--- src/rtl/pwm_edges_regs.vh ---
// Overview of operation
// - glitch-widen bit set stretches narrow trip pulses to at least two clocks
// - filter register bits 14 to 11 read zero, writes ignored
// - transition accepted after agree_sample_count plus three agreeing samples
// - each trip input sampled every sample_interval clocks
// - sample_interval zero passes the widened trip level straight through, registered once
// - submodule has own timer driving two outputs with independent edges
// - timer counts up only, reloads start value at modulus
// - each output has turn-on and turn-off compare values
// - no alignment mode; alignment comes from edge values only
// - start value reloaded on every counter reset, any signed value
// - start equal to minus modulus gives signed counting
// - signed mode with opposite edges gives odd-width pulse centred on zero
// - turn-on equal to start value gives edge-aligned pulses
// - common offset on both edges shifts phase, keeps duty
// - latched trip flag set within two clocks of filtered fault, write one clears
// - trip simulate bit injects a fault into every filter
`ifndef PWM_EDGES_REGS_VH
`define PWM_EDGES_REGS_VH
`define ADDR_FILT 12'h0c8
`define ADDR_CTRL 12'h000
`define ADDR_START 12'h004
`define ADDR_MOD 12'h008
`define ADDR_ON0 12'h00c
`define ADDR_OFF0 12'h010
`define ADDR_ON1 12'h014
`define ADDR_OFF1 12'h018
`define ADDR_COUNT 12'h01c
`define ADDR_STAT 12'h020
`define ADDR_MASK 12'h024
`define ADDR_FSTAT 12'h028
`define FILT_WIDEN_BIT 15
`define AGREE_SAMPLE_COUNT_HI 10
`define AGREE_SAMPLE_COUNT_LO 8
`define SAMPLE_INTERVAL_HI 7
`define SAMPLE_INTERVAL_LO 0
`define FILT_WMASK 16'h87ff
`define FILT_RESET 16'h0000
`define CNT_BASE 4'h3
`define CTRL_RUN_BIT 0
`define CTRL_SIM_BIT 1
`define STAT_RELOAD_BIT 0
`define STAT_TRIP_LO 1
`endif

--- src/rtl/pwm_submodule.v ---
`timescale 1ns/100ps
`include "pwm_edges_regs.vh"
module pwm_submodule
#(
   parameter NTRIP = 4
)
(
   input wire ref_clk,
   input wire rst,
   input wire psel,
   input wire penable,
   input wire pwrite,
   input wire [11:0] paddr,
   input wire [31:0] pwdata,
   output reg [31:0] prdata,
   output wire pready,
   output wire pslverr,
   input wire [NTRIP-1:0] protectionInput,
   output reg pwmOutA,
   output reg pwmOutB,
   output wire irq
);
   reg [15:0] filt_q;
   reg [1:0] ctrl_q;
   reg [15:0] start_q;
   reg [15:0] mod_q;
   reg [15:0] onA_q;
   reg [15:0] offA_q;
   reg [15:0] onB_q;
   reg [15:0] offB_q;
   reg [15:0] count_q;
   reg [NTRIP:0] stat_q;
   reg [NTRIP:0] mask_q;
   reg [NTRIP-1:0] sync1_q;
   reg [NTRIP-1:0] sync2_q;
   reg [NTRIP-1:0] filtPrev_q;
   wire [NTRIP-1:0] filtered;
   wire [NTRIP:0] events;
   wire wrEn;
   wire atMod;
   wire [15:0] countNext;
   reg hit;
   reg [31:0] rdata;

   assign pready = 1'b1;
   assign wrEn = psel & penable & pwrite;
   assign irq = |(stat_q & mask_q);
   assign atMod = (count_q == mod_q);
   // next timer value: held at start while stopped, reload at modulus
   assign countNext = !ctrl_q[`CTRL_RUN_BIT] ? start_q :
                      (atMod ? start_q : count_q + 16'h0001);

   // two-flop synchronisers on the trip pins
   always @(posedge ref_clk)
   begin
      if (rst)
      begin
         sync1_q <= {NTRIP{1'b0}};
         sync2_q <= {NTRIP{1'b0}};
      end
      else
      begin
         sync1_q <= protectionInput;
         sync2_q <= sync1_q;
      end
   end

   // one filter per trip input, simulated fault ORed in
   genvar g;
   generate
      for (g = 0; g < NTRIP; g = g + 1)
      begin : gFilt
         trip_filter uFilt
         (
            .ref_clk(ref_clk),
            .rst(rst),
            .rawIn(sync2_q[g] | ctrl_q[`CTRL_SIM_BIT]),
            .widenEn(filt_q[`FILT_WIDEN_BIT]),
            .agreeSampleCount(filt_q[`AGREE_SAMPLE_COUNT_HI:`AGREE_SAMPLE_COUNT_LO]),
            .sampleInterval(filt_q[`SAMPLE_INTERVAL_HI:`SAMPLE_INTERVAL_LO]),
            .filtered(filtered[g])
         );
      end
   endgenerate

   // rising filtered trip sets flag next clock; reload event in bit 0
   assign events = {filtered & ~filtPrev_q, ctrl_q[`CTRL_RUN_BIT] & atMod};

   // register writes, sticky status, set wins over clear
   always @(posedge ref_clk)
   begin
      if (rst)
      begin
         filt_q <= `FILT_RESET;
         ctrl_q <= 2'h0;
         start_q <= 16'h0000;
         mod_q <= 16'h0000;
         onA_q <= 16'h0000;
         offA_q <= 16'h0000;
         onB_q <= 16'h0000;
         offB_q <= 16'h0000;
         stat_q <= {(NTRIP+1){1'b0}};
         mask_q <= {(NTRIP+1){1'b0}};
         filtPrev_q <= {NTRIP{1'b0}};
      end
      else
      begin
         filtPrev_q <= filtered;
         if (wrEn && paddr == `ADDR_FILT)
            filt_q <= pwdata[15:0] & `FILT_WMASK;
         else if (wrEn && paddr == `ADDR_CTRL)
            ctrl_q <= pwdata[1:0];
         else if (wrEn && paddr == `ADDR_START)
            start_q <= pwdata[15:0];
         else if (wrEn && paddr == `ADDR_MOD)
            mod_q <= pwdata[15:0];
         else if (wrEn && paddr == `ADDR_ON0)
            onA_q <= pwdata[15:0];
         else if (wrEn && paddr == `ADDR_OFF0)
            offA_q <= pwdata[15:0];
         else if (wrEn && paddr == `ADDR_ON1)
            onB_q <= pwdata[15:0];
         else if (wrEn && paddr == `ADDR_OFF1)
            offB_q <= pwdata[15:0];
         else if (wrEn && paddr == `ADDR_MASK)
            mask_q <= pwdata[NTRIP:0];
         if (wrEn && paddr == `ADDR_STAT)
            stat_q <= (stat_q & ~pwdata[NTRIP:0]) | events;
         else
            stat_q <= stat_q | events;
      end
   end

   // up-only counter, reload at modulus; negative start with equality compare gives signed mode
   always @(posedge ref_clk)
   begin
      if (rst)
         count_q <= 16'h0000;
      else
         count_q <= countNext;
   end

   // two outputs, high while the count lies from turn-on to turn-off inclusive
   // set against the next count so output and count line up; odd centred width
   // alignment and phase follow only from edge values
   always @(posedge ref_clk)
   begin
      if (rst || !ctrl_q[`CTRL_RUN_BIT])
      begin
         pwmOutA <= 1'b0;
         pwmOutB <= 1'b0;
      end
      else
      begin
         if (countNext == onA_q)
            pwmOutA <= 1'b1;
         else if (count_q == offA_q)
            pwmOutA <= 1'b0;
         if (countNext == onB_q)
            pwmOutB <= 1'b1;
         else if (count_q == offB_q)
            pwmOutB <= 1'b0;
      end
   end

   // read mux
   always @*
   begin
      hit = 1'b1;
      rdata = 32'h00000000;
      if (paddr == `ADDR_FILT)
         rdata = {16'h0000, filt_q};
      else if (paddr == `ADDR_CTRL)
         rdata = {30'h00000000, ctrl_q};
      else if (paddr == `ADDR_START)
         rdata = {16'h0000, start_q};
      else if (paddr == `ADDR_MOD)
         rdata = {16'h0000, mod_q};
      else if (paddr == `ADDR_ON0)
         rdata = {16'h0000, onA_q};
      else if (paddr == `ADDR_OFF0)
         rdata = {16'h0000, offA_q};
      else if (paddr == `ADDR_ON1)
         rdata = {16'h0000, onB_q};
      else if (paddr == `ADDR_OFF1)
         rdata = {16'h0000, offB_q};
      else if (paddr == `ADDR_COUNT)
         rdata = {16'h0000, count_q};
      else if (paddr == `ADDR_STAT)
         rdata[NTRIP:0] = stat_q;
      else if (paddr == `ADDR_MASK)
         rdata[NTRIP:0] = mask_q;
      else if (paddr == `ADDR_FSTAT)
         rdata[NTRIP-1:0] = filtered;
      else
         hit = 1'b0;
   end

   assign pslverr = psel & penable & ~hit;

   // registered read data, loaded in setup phase
   always @(posedge ref_clk)
   begin
      if (rst)
         prdata <= 32'h00000000;
      else if (psel && !penable)
         prdata <= rdata;
   end
endmodule

--- src/rtl/trip_filter.v ---
`timescale 1ns/100ps
`include "pwm_edges_regs.vh"
module trip_filter
(
   input wire ref_clk,
   input wire rst,
   input wire rawIn,
   input wire widenEn,
   input wire [2:0] agreeSampleCount,
   input wire [7:0] sampleInterval,
   output reg filtered
);
   reg widen_q;
   reg [7:0] tick_q;
   reg [3:0] run_q;
   wire widenedIn;
   wire sampleNow;
   wire [3:0] need;

   // a pulse of one clock is held one extra clock when enabled
   assign widenedIn = rawIn | (widenEn & widen_q);
   assign sampleNow = (tick_q == sampleInterval);
   assign need = {1'b0, agreeSampleCount} + `CNT_BASE;

   // interval timer, run counter and filtered level
   always @(posedge ref_clk)
   begin
      if (rst)
      begin
         widen_q <= 1'b0;
         tick_q <= 8'h01;
         run_q <= 4'h0;
         filtered <= 1'b0;
      end
      else
      begin
         widen_q <= rawIn;
         if (sampleInterval == 8'h00)
         begin
            filtered <= widenedIn;
            tick_q <= 8'h01;
            run_q <= 4'h0;
         end
         else if (sampleNow)
         begin
            tick_q <= 8'h01;
            if (widenedIn == filtered)
               run_q <= 4'h0;
            else if (run_q + 4'h1 >= need)
            begin
               filtered <= widenedIn;
               run_q <= 4'h0;
            end
            else
               run_q <= run_q + 4'h1;
         end
         else
            tick_q <= tick_q + 8'h01;
      end
   end
endmodule

--- config.mk ---
export PLATFORM = sky130hd
export DESIGN_NAME = pwm_submodule
export DESIGN_NICKNAME = d
export VERILOG_FILES = /design/src/rtl/pwm_submodule.v /design/src/rtl/trip_filter.v
export VERILOG_INCLUDE_DIRS = /design/src /design/src/rtl
export SDC_FILE = /design/constraint.sdc
export NUM_CORES = 1
export LEC_CHECK = 0
export ABC_AREA = 0
export BUFFER_PORTS_ARGS = -buffer_cell sky130_fd_sc_hd__buf_2
export CAP_MARGIN = 20
export CORE_ASPECT_RATIO = 0.75
export CORE_MARGIN = 5
export CORE_UTILIZATION = 30
export DETAILED_ROUTE_END_ITERATION = 10
export HOLD_SLACK_MARGIN = 0.15
export SLEW_MARGIN = 10
export SYNTH_ARGS = -nofsm -noshare
export SYNTH_HDL_FRONTEND = slang
export SYNTH_SLANG_ARGS = --single-unit
--- constraint.sdc ---
create_clock -name ref_clk -period 4.6 [get_ports ref_clk]
set_clock_uncertainty 0.1 [all_clocks]
set_input_delay 0.92 -clock ref_clk [delete_from_list [all_inputs] [get_ports ref_clk]]
set_output_delay 0.92 -clock ref_clk [all_outputs]
set_load 0.05 [all_outputs]
==> results of run 1 <==
[sequential cells by signal (all words and copies together) (netlist names), 12 cells and up]
register / flops
count_q: 16
filt_q: 12
gFilt.uFilt.run_q: 16
gFilt.uFilt.tick_q: 32
mod_q: 16
offA_q: 16
offB_q: 16
onA_q: 16
onB_q: 16
prdata: 16
start_q: 16
[final cells by class]
type,instances,share of cell area
flip-flops and latches,222,0.331
clock buffers,29,0.0483
clock inverters,12,0.00876
multi-input cells,1124,0.516
well taps,520,0.0485
inverters,39,0.0109
repair buffers,84,0.0367
[placed cells by master, fill, tap and decap left out, types with 7 or more instances in the layout]
master / n
sky130_fd_sc_hd__a211oi_1: 19
sky130_fd_sc_hd__a21o_1: 7
sky130_fd_sc_hd__a21oi_1: 142
sky130_fd_sc_hd__a221oi_1: 15
sky130_fd_sc_hd__a22o_1: 11
sky130_fd_sc_hd__a22oi_1: 10
sky130_fd_sc_hd__and2_1: 7
sky130_fd_sc_hd__and3_1: 9
sky130_fd_sc_hd__buf_2: 55
sky130_fd_sc_hd__buf_4: 29
sky130_fd_sc_hd__clkbuf_16: 23
sky130_fd_sc_hd__conb_1: 17
sky130_fd_sc_hd__dfxtp_1: 222
sky130_fd_sc_hd__ha_1: 26
sky130_fd_sc_hd__inv_1: 39
sky130_fd_sc_hd__mux2_2: 9
sky130_fd_sc_hd__mux2i_1: 36
sky130_fd_sc_hd__nand2_1: 250
sky130_fd_sc_hd__nand2b_1: 13
sky130_fd_sc_hd__nand3_1: 33
sky130_fd_sc_hd__nand4_1: 22
sky130_fd_sc_hd__nor2_1: 135
sky130_fd_sc_hd__nor2b_1: 19
sky130_fd_sc_hd__nor3_1: 9
sky130_fd_sc_hd__nor4_1: 20
sky130_fd_sc_hd__o211ai_1: 7
sky130_fd_sc_hd__o21ai_0: 44
sky130_fd_sc_hd__o221ai_1: 7
sky130_fd_sc_hd__o22ai_1: 9
sky130_fd_sc_hd__xnor2_1: 90
sky130_fd_sc_hd__xor2_1: 66
[path summary, 6_finish.rpt]
path                                  from                       end  slack, ns
setup / recovery                 paddr[11]                   pslverr       0.55
hold / removal    gFilt[0].uFilt.tick_q[0]  gFilt[0].uFilt.tick_q[0]       0.33
setup reg to reg                count_q[0]                   pwmOutB       1.11
hold reg to reg   gFilt[0].uFilt.tick_q[0]  gFilt[0].uFilt.tick_q[0]       0.33
[where the power goes]
| group | switching, W | internal, W |
|---|---|---|
| clock | 0.000842 | 0.00107 |
| combinational | 0.000179 | 0.0000451 |
| sequential | 0.00000922 | 0.00193 |
[routing by layer]
metal,GRT usage,share of wire
met3,0.0645,0.11
met1,0.298,0.47
met2,0.273,0.39
met5,0,0.00046
met4,0.0555,0.033
[critical path, stage by stage]
cell,delay [ns]
sky130_fd_sc_hd__buf_2,0.12
sky130_fd_sc_hd__nor4_4,0.54
sky130_fd_sc_hd__nand2_1,0.33
sky130_fd_sc_hd__nor3_1,0.47
sky130_fd_sc_hd__o2111ai_1,0.22
sky130_fd_sc_hd__nand4_1,0.13
sky130_fd_sc_hd__nor4_1,0.07
sky130_fd_sc_hd__buf_2,0.22
[through the flow]
stage	total power, W	instances	hold WS [ns]
after floorplan	0.00213	1489	0.296
after global placement	0.00221	1989	0.311
after detailed placement	0.00221	1989	0.319
after CTS	0.00411	2030	0.334
after global routing	0.00421	2030	0.361
final	0.00408	2030	0.332
[kinds of logic (layout without fill, tap and decap cells)]
family	Yosys count	after routing	share of synthesized area
flops	222	222	0.371
other cells	2	17	0.000627
compound gates	330	330	0.177
simple gates	546	546	0.209
buf+inv	143	164	0.0569
xor+xnor	159	159	0.119
mux	46	46	0.0398
fa+ha+maj	26	26	0.0271
==> results.txt, run 1 <==
- Count of nets after finishing: 1,573
- Initial Util: 0.303
- The via count of the first global-routing pass was 10,500.
- Number of cells traversed by the worst register-to-register path: 8
* EDFF count, synth: 0
* PwrDens: 304 mW/mm²
- Root Driver: sky130_fd_sc_hd__clkbuf_16
- After routing the design area is 0.0134 mm².
* Final-report setup violation count: 0
* Final estimated routing congestion in global placement: 1.03
* Area growth, synth to finish: 12.0%
* Antenna-violating nets left: 0
- Top cells by area, synth: sky130_fd_sc_hd__dfxtp_1 37%, sky130_fd_sc_hd__nand2_1 7.8%, sky130_fd_sc_hd__xnor2_1 6.6%
- The synthesized netlist occupies a cell area of 0.0120 mm².
* Cts repair resizes: 0
- The clock period could shrink to 4.05 ns.
* Library cells used by synthesis: 76
- Pin count of the biggest net entering global routing: 92
- 90 I/O pins were placed.
- Buffer depth of the longest clock path: 3
- In the post-synthesis netlist, the cell with the most instances is sky130_fd_sc_hd__nand2_1.
* Number of DRC violations after detailed-routing iteration 0: 1,209
- Clock-pin slew of the registers on the worst-case setup and hold paths: 0.06 ns
- Multi-input gate area in the final layout: 0.00692 mm²
- The HPWL after detailed placement is 33,800 µm.
- CTS built an H-tree with a depth of 1.
- For this run, the total global-route usage over all layers was measured as 0.199.
- The worst setup path is of the primary input to output port kind.
- Remaining design rule violation count: 0
* Num CTS Buffers: 23
- Setup repair after global routing left no endpoint under its margin.
- CP startpoint kind: primary input
* Fillers: 4,136
- Along the worst hold path, the cell count comes to 1.
* Final hold violations: 0
- STA puts the critical path data arrival time at 3.03 ns.
* Async set-or-reset flop fraction in the synthesized netlist: 0
- Die area: 0.0441 mm²
* CTS tree: built
- Final count of pins violating max slew: 0
- In the routed layout, each cell is associated on average with a via count of 5.48.
- Post-synthesis cell count: 1,474
- Post-synth top area share: 0.371
- Global-route wire length before repair: 67,200 µm
- The number of setup buffers added after CTS is 0.
* HP Class: flip-flop to flip-flop
- Outcome: complete, no violations
* Core Region: 0.0395 mm²
- For the pin with the worst max-slew slack, the measured transition is 0.933 ns.
- The biggest area contributor in the post-synthesis netlist is sky130_fd_sc_hd__dfxtp_1.
* DIE WIDTH: 241 µm
* # diodes: 0
- The worst-case IR drop observed on VDD is 0.223 mV.
* Total Neg Setup Slack: 0 ns
- The synthesized design contains 222 register bits.
* Fraction of layout cells with a size suffix above 1: 0.102
* Via count: 11,100
* Nature of the critical path endpoint: output port
- Sequential cell area fraction in the yosys report: 0.371
- Wires add up to 45,300 µm.
* Most used DFF post-synth: sky130_fd_sc_hd__dfxtp_1
- The pre-antenna-repair detailed-routing pass consisted of 5 iterations.
* Global route total overflow: 0
- Yosys printed 0 warnings.
- Placement row count: 63
- From bottom edge to top edge, the die measures 183 µm.
* Tightest slew margin relative to the limit: 0.378
- In this run the cell area measured after placement is 0.0127 mm².
- CP required: 3.58 ns
- Synth cell count leaders: 250 x sky130_fd_sc_hd__nand2_1, 222 x sky130_fd_sc_hd__dfxtp_1, 142 x sky130_fd_sc_hd__a21oi_1
- In the final routed layout, each cell accounts on average for 22.3 µm.
- Final design utilization: 0.340
* # clock sinks: 222
- Max FO, Critical Path: 8
* Clock insertion delay at the later pin of the skew report: 0.54 ns
* Syn Area/Cell: 8.13 µm²
* Timing-limited maximum frequency: 247 MHz
* Min setup slack post-route: 0.552 ns
- Flip-flop and latch area: 0.00444 mm²
- For this design the static power due to leakage is 5.01 nW.
* Count of input and output buffers: 56
- Of the available clock period, the critical path in the final layout requires 0.880.
- For this design, the CTS-stage hold fixing added 0 buffers.
- Max-cap violations: 0
- Antenna violations before repair: 2
- Placement-stage worst setup slack: 0.487 ns
(Power assumes the default switching activity.)
==> inputs of run 2 (changes only) <==
- clock period: 4.6 -> 4.84 ns (I/O delays scaled with it)
==> results.txt, run 2 (synthesis results as in run 1) <==
* Outcome: complete, no violations
* HP Class: flip-flop to flip-flop
- Vias per Instance: 5.46
- Number of cells traversed by the worst register-to-register path: 8
* Number of placed cells counting well taps: 1,988
* Fraction of layout cells with a size suffix above 1: 0.101
* Filler-free cell count of the finished design: 2,029
* Max-cap violations: 0
* Global route total overflow: 0
- Max FO, Critical Path: 8
- The congestion estimate from routability-driven global placement came to 0.982.
* Post-detail-place hpwl: 34,000 µm
- Hold-fix buffer count after cts: 0
- # diodes: 0
- PwrDens: 301 mW/mm²
* Final-report setup violation count: 0
- Post-place instance area: 0.0126 mm²
- Remaining design rule violation count: 0
* # clock sinks: 222
- In this run the core area contains 63 standard-cell rows.
- For the final routed database, the setup TNS stands at 0 ns.
* Global Route Usage Sum: 0.200
- After clock tree synthesis, the clock-pin slew on the worst setup and hold paths is 0.06 ns.
- Across the VDD grid, the largest voltage drop is 0.215 mV.
* Commonest cells after routing, fill and taps aside: 250 x sky130_fd_sc_hd__nand2_1, 222 x sky130_fd_sc_hd__dfxtp_1, 142 x sky130_fd_sc_hd__a21oi_1, 136 x sky130_fd_sc_hd__nor2_1, 90 x sky130_fd_sc_hd__xnor2_1
- Tightest slew margin relative to the limit: 0.350
* Final Cycle Share: 0.833
* Fillers: 4,129
- Min setup slack post-route: 0.810 ns
* Total number of H-tree levels: 1
* Max FFs per register: 32
- Flip-flop and latch area: 0.00444 mm²
- Leakage component of the power: 5.05 nW
- The routed layout has 11,100 vias.
- STA classifies the critical path startpoint as a primary input.
- For the pin with the worst max-slew slack, the measured transition is 0.975 ns.
- Cts repair resizes: 0
- Once layout is done, the placed cells without fillers occupy 0.0135 mm².
* Most frequent standard cell in the layout excluding fill and tap cells: sky130_fd_sc_hd__nand2_1
* Core Region: 0.0395 mm²
- Overall power consumption: 0.00406 W
- The number of antenna violations at the first check in global routing was 1.
- Setup repair after global routing left no endpoint under its margin.
- Final wirelength: 45,800 µm
- Clock period minus final worst setup slack: 4.03 ns
- Num CTS Buffers: 23
* Nature of the critical path endpoint: output port
- For this block, the initial DRC count from the detailed router was 1,525.
* Number of buffers added for setup after CTS: 0
- Placement-stage worst setup slack: 0.866 ns
* Initial Util: 0.303
- At the later pin of the worst-skew pair, clock insertion delay measures 0.54 ns.
- Routed wire per std cell: 22.6 µm
- Antenna-violating nets left: 0
* Startpoint-to-endpoint class of the critical path: primary input to output port
- Data on the critical path arrives at its endpoint at 2.96 ns.
- The net count of the finished layout is 1,573.
- In this run the clock root is driven by a sky130_fd_sc_hd__clkbuf_16.
- Final count of pins violating max slew: 0
- Multi-input gate area in the final layout: 0.00692 mm²
* First-pass detailed-route iteration total: 6
* Timing-limited maximum frequency: 248 MHz
- Buffer depth of the longest clock path: 3
- The count of final hold-check violations was 0.
- CP required: 3.77 ns
* Worst Hold Path Cells: 1
* Count of input and output buffers: 56
* Die area: 0.0441 mm²
* I/O pin total: 90
- The die is 241 µm wide.
- Number of global-route vias before repair: 10,300
* CTS tree: built
- The area growth from synthesis to layout is 12.5%.
- Pin count of the biggest net entering global routing: 88
- Die height: 183 µm
- Minimum setup slack among reg-to-reg paths: 1.41 ns
- Register ranked first by flip-flop count: gFilt.uFilt.tick_q
- Global-route wire length before repair: 67,100 µm
-- run 2: cell count changes in the layout (fill, tap and decap cells not counted) --
| cell | change |
|---|---|
| sky130_fd_sc_hd__bufinv_16 | +4 |
| sky130_fd_sc_hd__clkinvlp_4 | -3 |
| sky130_fd_sc_hd__clkbuf_8 | -2 |
| sky130_fd_sc_hd__clkinv_2 | +2 |
| sky130_fd_sc_hd__clkinv_4 | -2 |
| sky130_fd_sc_hd__nor2_1 | +1 |
| sky130_fd_sc_hd__nor2_2 | -1 |
-- run 2: power breakdown --
group	leakage, nW	switching, W	internal [W]	total (W)
logic	2.86	0.000172	0.0000422	0.000214
clock network	0.406	0.000812	0.00119	0.00200
registers	1.79	0.00000874	0.00184	0.00185
total	5.05	0.000993	0.00307	0.00406
-- run 2: layout make-up --
| type | instances | share of cell area |
|---|---|---|
| Clock inverter | 13 | 0.0154 |
| Sequential cell | 222 | 0.330 |
| Timing Repair Buffer | 84 | 0.0366 |
| Inverter | 39 | 0.0109 |
| Multi-Input combinational cell | 1124 | 0.513 |
| Tap cell | 520 | 0.0483 |
| Clock buffer | 27 | 0.0460 |
-- run 2: metal layers --
| metal | global-route usage | vias up | wire (µm) |
|---|---|---|---|
| li1 | - | 5130 | - |
| met1 | 0.305 | 5306 | 21600 |
| met2 | 0.270 | 548 | 17800 |
| met3 | 0.0610 | 91 | 4930 |
| met4 | 0.0555 | 0 | 1480 |
| met5 | 0 | - | 0 |
-- run 2: stage by stage --
| step | utilization | hold slack (ns) |
|---|---|---|
| 2_1_floorplan | - | 0.296 |
| 6_report | 0.341 | 0.334 |
| 5_1_grt | 0.341 | 0.356 |
| 3_5_place_dp | 0.320 | 0.318 |
| 4_1_cts | 0.341 | 0.333 |
| 3_3_place_gp | 0.320 | 0.310 |
-- run 2: final timing paths --
| kind | start | end |
|---|---|---|
| max | paddr[11] | pslverr |
| min | gFilt[2].uFilt.tick_q[0] | gFilt[2].uFilt.tick_q[0] |
| max reg2reg | count_q[13] | pwmOutB |
| min reg2reg | gFilt[2].uFilt.tick_q[0] | gFilt[2].uFilt.tick_q[0] |
-- run 2: worst max-delay path, stage by stage --
cell,delay (ns)
sky130_fd_sc_hd__buf_2,0.12
sky130_fd_sc_hd__nor4_4,0.50
sky130_fd_sc_hd__nand2_1,0.32
sky130_fd_sc_hd__nor3_1,0.44
sky130_fd_sc_hd__o2111ai_1,0.20
sky130_fd_sc_hd__nand4_1,0.12
sky130_fd_sc_hd__nor4_1,0.07
sky130_fd_sc_hd__buf_2,0.22
